[src/verilog/shadow_ram_params.svh]
// Constants for the serial shadow RAM link and its two ends
`ifndef SHADOW_RAM_PARAMS_SVH
`define SHADOW_RAM_PARAMS_SVH

// =========================================================
// Geometry
`define SR_WORDS        16
`define SR_WORD_BITS    16
`define SR_ADDR_BITS    4
`define SR_INSTR_BITS   8

// =========================================================
// Instruction codes
`define SR_OP_WRDIS     8'hf8
`define SR_OP_SAVE      8'hf9
`define SR_OP_SLEEP     8'hfa
`define SR_OP_WREN      8'hfc
`define SR_OP_RESTORE   8'hfd
`define SR_OP_ADDR_MARK 1'b1
`define SR_OP_RD_TAIL   3'h6
`define SR_OP_WR_TAIL   3'h3

// =========================================================
// Timing
`define SR_CLK_HZ       40000000
`define SR_SAVE_MS      10
`define SR_SAVE_LIMIT   ((`SR_CLK_HZ / 1000) * `SR_SAVE_MS)
// Cell programming time; any nonzero value below the limit is legal
`define SR_SAVE_CYCLES  2000
// Round trip through both synchronisers needs more than 5 cycles per half
`define SR_DIV_HALF     8

`endif

[src/verilog/shadow_ram_pkg.sv]
// Types shared by the shadow RAM device and host ends
package shadow_ram_pkg;
    typedef enum logic [2:0] {
        CMD_READ,
        CMD_WRITE,
        CMD_WREN,
        CMD_WRDIS,
        CMD_SAVE,
        CMD_RESTORE,
        CMD_SLEEP
    } host_cmd_t;

    typedef logic [15:0] word_t;
endpackage

[src/verilog/shadow_ram_if.sv]
// Four-line serial link between host and shadow RAM device
`timescale 1ns/1ps
interface shadow_ram_if;
    logic select;
    logic serial_shift_clock;
    logic serial_in_line;
    logic dout;
    logic dout_oe;

    modport dev  (input select, input serial_shift_clock, input serial_in_line,
                  output dout, output dout_oe);
    modport host (output select, output serial_shift_clock, output serial_in_line,
                  input dout, input dout_oe);
endinterface

[src/verilog/shadow_ram_dev.sv]
// Device end: shadow RAM with nonvolatile copy and serial command port
`timescale 1ns/1ps
`include "shadow_ram_params.svh"

module shadow_ram_dev
    import shadow_ram_pkg::*;
(
    input  wire logic mclk,
    input  wire logic resetn,
    shadow_ram_if.dev link,
    input  wire logic save_n,
    input  wire logic restore_n,
    output logic      busy,
    output logic      write_enabled,
    output logic      sleeping
);
    typedef enum logic [2:0] {
        ST_IDLE, ST_INSTR, ST_WDATA, ST_RDATA, ST_HOLD, ST_SAVE, ST_RESTORE
    } dev_state_t;

    // =========================================================
    // Storage
    word_t ram_r    [`SR_WORDS];
    word_t shadow_r [`SR_WORDS];

    // =========================================================
    // Input synchronisers
    logic sel_s, sck_s, din_s, save_s, rest_s;
    sync2 #(.RST_VAL(1'b0)) u_sel  (.mclk(mclk), .resetn(resetn), .d(link.select),
                                    .q(sel_s));
    sync2 #(.RST_VAL(1'b1)) u_sck  (.mclk(mclk), .resetn(resetn),
                                    .d(link.serial_shift_clock), .q(sck_s));
    sync2 #(.RST_VAL(1'b0)) u_din  (.mclk(mclk), .resetn(resetn),
                                    .d(link.serial_in_line), .q(din_s));
    sync2 #(.RST_VAL(1'b1)) u_save (.mclk(mclk), .resetn(resetn), .d(save_n),
                                    .q(save_s));
    sync2 #(.RST_VAL(1'b1)) u_rest (.mclk(mclk), .resetn(resetn), .d(restore_n),
                                    .q(rest_s));

    // =========================================================
    // State
    dev_state_t state_r, state_nxt;
    logic [15:0] shift_r, shift_nxt;
    logic [4:0]  cnt_r, cnt_nxt;
    logic [3:0]  addr_r, addr_nxt;
    logic        sck_d_r;
    // Host may move data with the rising clock: take the bit seen a cycle before
    logic        din_d_r;
    logic        wen_r, wen_nxt;
    logic        sleep_r, sleep_nxt;
    logic        dout_r, dout_nxt;
    logic        oe_r, oe_nxt;
    logic        save_d_r, rest_d_r;
    logic [23:0] timer_r, timer_nxt;
    logic        ram_we;
    logic        do_save, do_restore;

    localparam logic [23:0] SAVE_CYC = 24'(`SR_SAVE_CYCLES);

    wire rise = sck_s & ~sck_d_r;
    wire fall = ~sck_s & sck_d_r;
    wire save_pin_edge = ~save_s & save_d_r;
    wire rest_pin_edge = ~rest_s & rest_d_r;

    function automatic logic is_op(input logic [7:0] ins, input logic [2:0] tail);
        return ins[7] == `SR_OP_ADDR_MARK && ins[2:0] == tail;
    endfunction

    always_comb begin
        state_nxt  = state_r;
        shift_nxt  = shift_r;
        cnt_nxt    = cnt_r;
        addr_nxt   = addr_r;
        wen_nxt    = wen_r;
        sleep_nxt  = sleep_r;
        dout_nxt   = dout_r;
        oe_nxt     = oe_r;
        timer_nxt  = timer_r;
        ram_we     = 1'b0;
        do_save    = 1'b0;
        do_restore = 1'b0;
        unique case (state_r)
            ST_SAVE: begin
                // Shadow copy lands at the end so the hold time is honoured
                oe_nxt = 1'b0;
                if (timer_r == SAVE_CYC - 24'h1) begin
                    do_save   = 1'b1;
                    state_nxt = ST_IDLE;
                end else begin
                    timer_nxt = timer_r + 24'h1;
                end
            end
            ST_RESTORE: begin
                do_restore = 1'b1;
                state_nxt  = ST_IDLE;
            end
            default: begin
                if (save_pin_edge) begin
                    state_nxt = ST_SAVE;
                    timer_nxt = 24'h0;
                    oe_nxt    = 1'b0;
                end else if (rest_pin_edge) begin
                    state_nxt = ST_RESTORE;
                    oe_nxt    = 1'b0;
                end else if (!sel_s) begin
                    state_nxt = ST_IDLE;
                    oe_nxt    = 1'b0;
                    cnt_nxt   = 5'h0;
                end else begin
                    unique case (state_r)
                        ST_IDLE: begin
                            state_nxt = ST_INSTR;
                            cnt_nxt   = 5'h0;
                        end
                        ST_INSTR: begin
                            if (rise) begin
                                shift_nxt = {shift_r[14:0], din_d_r};
                                cnt_nxt   = cnt_r + 5'h1;
                                if (cnt_r == 5'h7) begin
                                    cnt_nxt   = 5'h0;
                                    sleep_nxt = 1'b0;
                                    addr_nxt  = shift_r[5:2];
                                    if (is_op({shift_r[6:0], din_d_r}, `SR_OP_RD_TAIL))
                                        state_nxt = ST_RDATA;
                                    else if (is_op({shift_r[6:0], din_d_r}, `SR_OP_WR_TAIL))
                                        state_nxt = ST_WDATA;
                                    else begin
                                        state_nxt = ST_HOLD;
                                        unique case ({shift_r[6:0], din_d_r})
                                            `SR_OP_WREN:    wen_nxt   = 1'b1;
                                            `SR_OP_WRDIS:   wen_nxt   = 1'b0;
                                            `SR_OP_SLEEP:   sleep_nxt = 1'b1;
                                            `SR_OP_SAVE: begin
                                                if (wen_r) begin
                                                    state_nxt = ST_SAVE;
                                                    timer_nxt = 24'h0;
                                                end
                                            end
                                            `SR_OP_RESTORE: state_nxt = ST_RESTORE;
                                            default: ;
                                        endcase
                                    end
                                end
                            end
                        end
                        ST_WDATA: begin
                            if (rise) begin
                                shift_nxt = {shift_r[14:0], din_d_r};
                                cnt_nxt   = cnt_r + 5'h1;
                                if (cnt_r == 5'hf) begin
                                    ram_we    = wen_r;
                                    state_nxt = ST_HOLD;
                                end
                            end
                        end
                        ST_RDATA: begin
                            // Change data on the falling edge so the host samples it stable
                            if (fall) begin
                                if (cnt_r == 5'h10) begin
                                    oe_nxt    = 1'b0;
                                    state_nxt = ST_HOLD;
                                end else begin
                                    oe_nxt   = 1'b1;
                                    dout_nxt = ram_r[addr_r][4'hf - 4'(cnt_r)];
                                    cnt_nxt  = cnt_r + 5'h1;
                                end
                            end
                        end
                        default: ;                              // ST_HOLD waits for deselect
                    endcase
                end
            end
        endcase
    end

    always_ff @(posedge mclk) begin
        if (!resetn) begin
            state_r  <= ST_IDLE;
            shift_r  <= 16'h0;
            cnt_r    <= 5'h0;
            addr_r   <= 4'h0;
            sck_d_r  <= 1'b1;
            din_d_r  <= 1'b0;
            wen_r    <= 1'b0;
            sleep_r  <= 1'b0;
            dout_r   <= 1'b0;
            oe_r     <= 1'b0;
            save_d_r <= 1'b1;
            rest_d_r <= 1'b1;
            timer_r  <= 24'h0;
        end else begin
            state_r  <= state_nxt;
            shift_r  <= shift_nxt;
            cnt_r    <= cnt_nxt;
            addr_r   <= addr_nxt;
            sck_d_r  <= sck_s;
            din_d_r  <= din_s;
            wen_r    <= wen_nxt;
            sleep_r  <= sleep_nxt;
            dout_r   <= dout_nxt;
            oe_r     <= oe_nxt;
            save_d_r <= save_s;
            rest_d_r <= rest_s;
            timer_r  <= timer_nxt;
        end
    end

    // Arrays carry no reset: contents survive like real cells
    always_ff @(posedge mclk) begin
        if (ram_we)
            ram_r[addr_r] <= {shift_r[14:0], din_d_r};
        for (int i = 0; i < `SR_WORDS; i++) begin
            if (do_save)
                shadow_r[i] <= ram_r[i];
            if (do_restore)
                ram_r[i] <= shadow_r[i];
        end
    end

    assign link.dout      = dout_r;
    assign link.dout_oe   = oe_r;
    assign busy           = (state_r == ST_SAVE) || (state_r == ST_RESTORE);
    assign write_enabled  = wen_r;
    assign sleeping       = sleep_r;
endmodule

[src/verilog/sync2.sv]
// Two-flop synchroniser for asynchronous inputs
`timescale 1ns/1ps
module sync2 #(
    parameter logic RST_VAL = 1'b0
) (
    input  wire logic mclk,
    input  wire logic resetn,
    input  wire logic d,
    output logic      q
);
    logic meta_r;

    always_ff @(posedge mclk) begin
        if (!resetn) begin
            meta_r <= RST_VAL;
            q      <= RST_VAL;
        end else begin
            meta_r <= d;
            q      <= meta_r;
        end
    end
endmodule

[src/flat_wrapper.sv]
// flat-port wrapper written by rule: the top's interface ports become plain ports
module shadow_ram_dev_flat import shadow_ram_pkg::*;
  (mclk, resetn, save_n, restore_n, busy, write_enabled, sleeping, link_select, link_serial_shift_clock, link_serial_in_line, link_dout, link_dout_oe);
  shadow_ram_if link_i ();
  input  wire logic mclk;
  input  wire logic resetn;
  input  wire logic save_n;
  input  wire logic restore_n;
  output logic busy;
  output logic write_enabled;
  output logic sleeping;
  input wire logic [$bits(link_i.select)-1:0] link_select;
  input wire logic [$bits(link_i.serial_shift_clock)-1:0] link_serial_shift_clock;
  input wire logic [$bits(link_i.serial_in_line)-1:0] link_serial_in_line;
  output wire logic [$bits(link_i.dout)-1:0] link_dout;
  output wire logic [$bits(link_i.dout_oe)-1:0] link_dout_oe;
  assign link_i.select = link_select;
  assign link_i.serial_shift_clock = link_serial_shift_clock;
  assign link_i.serial_in_line = link_serial_in_line;
  assign link_dout = link_i.dout;
  assign link_dout_oe = link_i.dout_oe;
  shadow_ram_dev u_core (.mclk(mclk), .resetn(resetn), .link(link_i), .save_n(save_n), .restore_n(restore_n), .busy(busy), .write_enabled(write_enabled), .sleeping(sleeping));
endmodule
[config.mk]
export PLATFORM = sky130hd
export DESIGN_NAME = shadow_ram_dev_flat
export DESIGN_NICKNAME = d
export VERILOG_FILES = /design/src/verilog/shadow_ram_pkg.sv /design/src/verilog/shadow_ram_if.sv /design/src/verilog/shadow_ram_dev.sv /design/src/verilog/sync2.sv /design/src/flat_wrapper.sv
export VERILOG_INCLUDE_DIRS = /design/src /design/src/verilog
export SDC_FILE = /design/constraint.sdc
export NUM_CORES = 1
export LEC_CHECK = 0
export BUFFER_PORTS_ARGS = -buffer_cell sky130_fd_sc_hd__buf_2
export CAP_MARGIN = 0
export CORE_AREA = 10 10 239 241
export CTS_CLUSTER_SIZE = 20
export DETAILED_ROUTE_END_ITERATION = 10
export DIE_AREA = 0 0 249 251
export PLACE_DENSITY = 0.62
export SLEW_MARGIN = 20
export SYNTH_ARGS = -nofsm -noshare
export SYNTH_HDL_FRONTEND = slang
export SYNTH_SLANG_ARGS = --single-unit
[constraint.sdc]
create_clock -name mclk -period 27 [get_ports mclk]
set_input_delay 2.7 -clock mclk [delete_from_list [all_inputs] [get_ports mclk]]
set_output_delay 2.7 -clock mclk [all_outputs]
set_load 0.02 [all_outputs]
==> run summary <==
The critical path is of the flip-flop to output pin type. The number of max-slew violations in the final report came out at 0. When the netlist entered floorplanning its net count stood at 1427.

The logs give 0.0105 µW for the leakage power total and 0 for the number of routed nets with antenna violations. The clock passes through at most 3 buffers. The number of hold-slack violations in the final timing report was 0. The share of the Yosys chip area taken by registers is 72.3%. The final period utilization is 17.3%.

The run gives 0 as the number of synthesis warnings. The number of buffers added by the clock tree synthesis step was 59. For the number of global-route vias before repair, the log shows 12648.

Counting flops and latches in the post-synthesis netlist gives 585. The run gives 12 as the number of primary I/O pins. Setup repair after global routing left no endpoint under its margin. STA classifies the critical path startpoint as a flip-flop. The total half-perimeter wirelength after legalization and detailed placement was 29900 µm; the tightest hold margin was 407 ps.

After detailed routing, the number of remaining DRC violations is 0. From bottom edge to top edge, the die measures 251 µm. IR analysis of the VDD net gives a maximum drop of 0.0000468 V. For this block, the routed nets add up to 52800 µm of wire. The shortest clock period the worst path allows after layout was 4680 ps; the post-synthesis cell area was 23300 µm². Counting flops with a built-in enable in the synthesized netlist gives 512.

The run gives 0 ps as the setup TNS. Input and output buffers added on the ports amount to 11. Max-cap violations in this run came to 0.

In this run, post-CTS hold repair placed 0 buffers. The tree is rooted in a sky130_fd_sc_hd__clkbuf_16. The flow ran to the end, and the final reports show no timing, DRC or antenna violations. In the routed layout, each cell is associated on average with a via count of 5.87.

Entering global routing, the biggest net connects 178 pins. Counting flops with an async set or reset pin after synthesis yields a share of 0%. The transition time of the tightest slew-check pin works out to 1130 ps.

The cell count after synthesis was 1416. Proportion of layout cells with a drive suffix above 1: 14.6%. The area of the die is 62500 µm².

The mean area per synthesized cell was 16.4 µm²; the length of the first detailed-routing pass in iterations was 5. For this design, the sink count on the clock tree is 585. The DRC marker count from the first detailed-route iteration is 1268, and the worst endpoint data arrival time is 1980 ps. For the area of the placeable core, the log shows 52200 µm². The area growth from synthesis to layout came out at 11.5%. Post-CTS repair changed the size of 0 cells. For this run the aggregate overflow at the end of global routing stands at 0.

At the end of routability-driven placement, the weighted congestion stood at 0.849. The worst pin sits at a relative slew slack of 24.5%. The min-delay analysis places its worst path in the category flip-flop to flip-flop. The later pin in the worst-skew pair is clocked with a latency of 620 ps.

The worst setup skew after layout was 14.1 ps. The most instantiated flip-flop cell in the synthesis netlist is sky130_fd_sc_hd__edfxtp_1. Of all nets on the critical path, the largest fanout is 17.

The logs give 80700 µm for the wire length of the first global-routing pass and 64 for the unique cell type count in the Yosys netlist. The repair_antennas step left the layout with diodes totalling 0. For this run, the top clock speed supported by timing is 0.214 GHz.

At the worst endpoint, the required time is 24300 ps. The site row count was 84; the clock transition at the registers of the reported paths was 60 ps. The floorplan step set the die width to 249 µm.

The H-tree was split into 2 levels. The routed layout has 12605 vias. The worst setup path is captured at an output pin.

The aggregate global-route resource usage is 16.6%, and the total of endpoints with negative setup slack in the final report is 0. TritonCTS built the clock tree. The initial cell density of the core is 44.6%, and the power density over cell area is 69.3 nW/µm². The mean routed wirelength per cell works out to 24.6 µm. The net count of the finished layout is 1422. The initial antenna violation count was 0. After clock tree synthesis, the setup repair step added 0 buffers.
[worst paths after layout]
path                              endpoint                       startpoint  cells after the start  slack, ps
max                                   busy   u_core.state_r[0]$_SDFFE_PN0P_                      4      22320
min             u_core.u_rest.q$_SDFF_PN1_  u_core.u_rest.meta_r$_SDFF_PN1_                      1        410
max reg2reg  u_core.link.dout$_SDFFE_PN0P_                        flip-flop                      8      23270
min reg2reg     u_core.u_rest.q$_SDFF_PN1_  u_core.u_rest.meta_r$_SDFF_PN1_                      1        410
[cells in the mapped netlist (5+ instances only)]
cell type	instances	area [µm²]
sky130_fd_sc_hd__or3_1	7	43.8
sky130_fd_sc_hd__o21ai_0	26	130
sky130_fd_sc_hd__nand4_1	8	50.1
sky130_fd_sc_hd__buf_2	7	35.0
sky130_fd_sc_hd__mux4_1	6	158
sky130_fd_sc_hd__and2_1	27	169
sky130_fd_sc_hd__mux4_2	56	1260
sky130_fd_sc_hd__nand3_1	23	115
sky130_fd_sc_hd__nor3_1	6	30.0
sky130_fd_sc_hd__xnor2_1	6	52.6
sky130_fd_sc_hd__dfxtp_1	73	1460
sky130_fd_sc_hd__edfxtp_1	512	15400
sky130_fd_sc_hd__a22oi_1	13	97.6
sky130_fd_sc_hd__xor2_1	17	149
sky130_fd_sc_hd__a21o_1	257	1930
sky130_fd_sc_hd__nor2_1	40	150
sky130_fd_sc_hd__clkbuf_1	89	334
sky130_fd_sc_hd__nand2_1	35	131
sky130_fd_sc_hd__nor2b_1	34	213
sky130_fd_sc_hd__a21oi_1	14	70.1
sky130_fd_sc_hd__inv_1	9	33.8
sky130_fd_sc_hd__nor4_1	6	37.5
sky130_fd_sc_hd__nand2b_1	23	144
sky130_fd_sc_hd__and3_1	7	43.8
sky130_fd_sc_hd__a31oi_1	5	31.3
sky130_fd_sc_hd__mux2i_1	37	370
[layout by cell type, fill, tap and decap left out, types with 23 or more instances in the layout]
| cell | n |
|---|---|
| sky130_fd_sc_hd__nand2b_1 | 23 |
| sky130_fd_sc_hd__edfxtp_1 | 512 |
| sky130_fd_sc_hd__nand2_1 | 35 |
| sky130_fd_sc_hd__mux4_2 | 56 |
| sky130_fd_sc_hd__clkbuf_16 | 61 |
| sky130_fd_sc_hd__dfxtp_1 | 71 |
| sky130_fd_sc_hd__mux2i_1 | 37 |
| sky130_fd_sc_hd__nor2b_1 | 34 |
| sky130_fd_sc_hd__buf_4 | 27 |
| sky130_fd_sc_hd__nor2_1 | 38 |
| sky130_fd_sc_hd__nand3_1 | 23 |
| sky130_fd_sc_hd__a21o_1 | 257 |
| sky130_fd_sc_hd__and2_1 | 27 |
[per-layer routing]
metal	wire (µm)	GRT usage, %	share of wire [%]
met5	0	0	0
met1	23400	23.7	44
met4	1180	4.93	2.2
met3	3190	2.25	6.0
met2	25000	26.2	47
[state kept, by name, indices dropped and copies added (netlist names), 3 cells and up, named ones only]
signal           flops
u_core.addr_r        4
u_core.cnt_r         5
u_core.ram_r       256
u_core.shadow_r    256
u_core.shift_r      15
u_core.state_r       3
u_core.timer_r      24
[stage by stage]
step	worst slack [ps]	power (µW)	area, µm²	cells	utilization [%]
3_3_place_gp	23010	1010	24100	2038	46.1
6_report	22320	1800	26000	2149	49.7
5_1_grt	22150	1860	26000	2149	49.7
4_1_cts	22290	1820	26000	2149	49.7
2_1_floorplan	13940	1010	23300	1416	-
3_5_place_dp	22950	1010	24100	2038	46.1
[cells by family after synthesis]
kind of cell / share of synthesized area [%]
xor+xnor: 0.865
compound gates: 11.2
fa+ha+maj: 0.215
simple gates: 5.48
flops: 72.3
buf+inv: 2.02
mux: 7.88
[worst max-delay path, stage by stage, from the launching register on]
cell                      delay [ps]
sky130_fd_sc_hd__dfxtp_1         640
sky130_fd_sc_hd__xor2_1          270
sky130_fd_sc_hd__nand2_1         130
sky130_fd_sc_hd__inv_1           150
sky130_fd_sc_hd__buf_2           180
[power breakdown]
part	switching (µW)	total, µW	internal, µW
clock	342	805	463
sequential	2.74	976	974
combinational	11.3	17.8	6.43
total	356	1800	1440
[cell type report]
cell class | instances | area [µm²]
Clock buffer | 76 | 1600
Clock inverter | 35 | 294
Fill cell | 4317 | 26300
Inverter | 10 | 37.5
Multi-Input combinational cell | 716 | 6040
Sequential cell | 585 | 16800
Tap cell | 688 | 861
Timing Repair Buffer | 39 | 278
No activity file was read; power rests on OpenSTA's default activity.
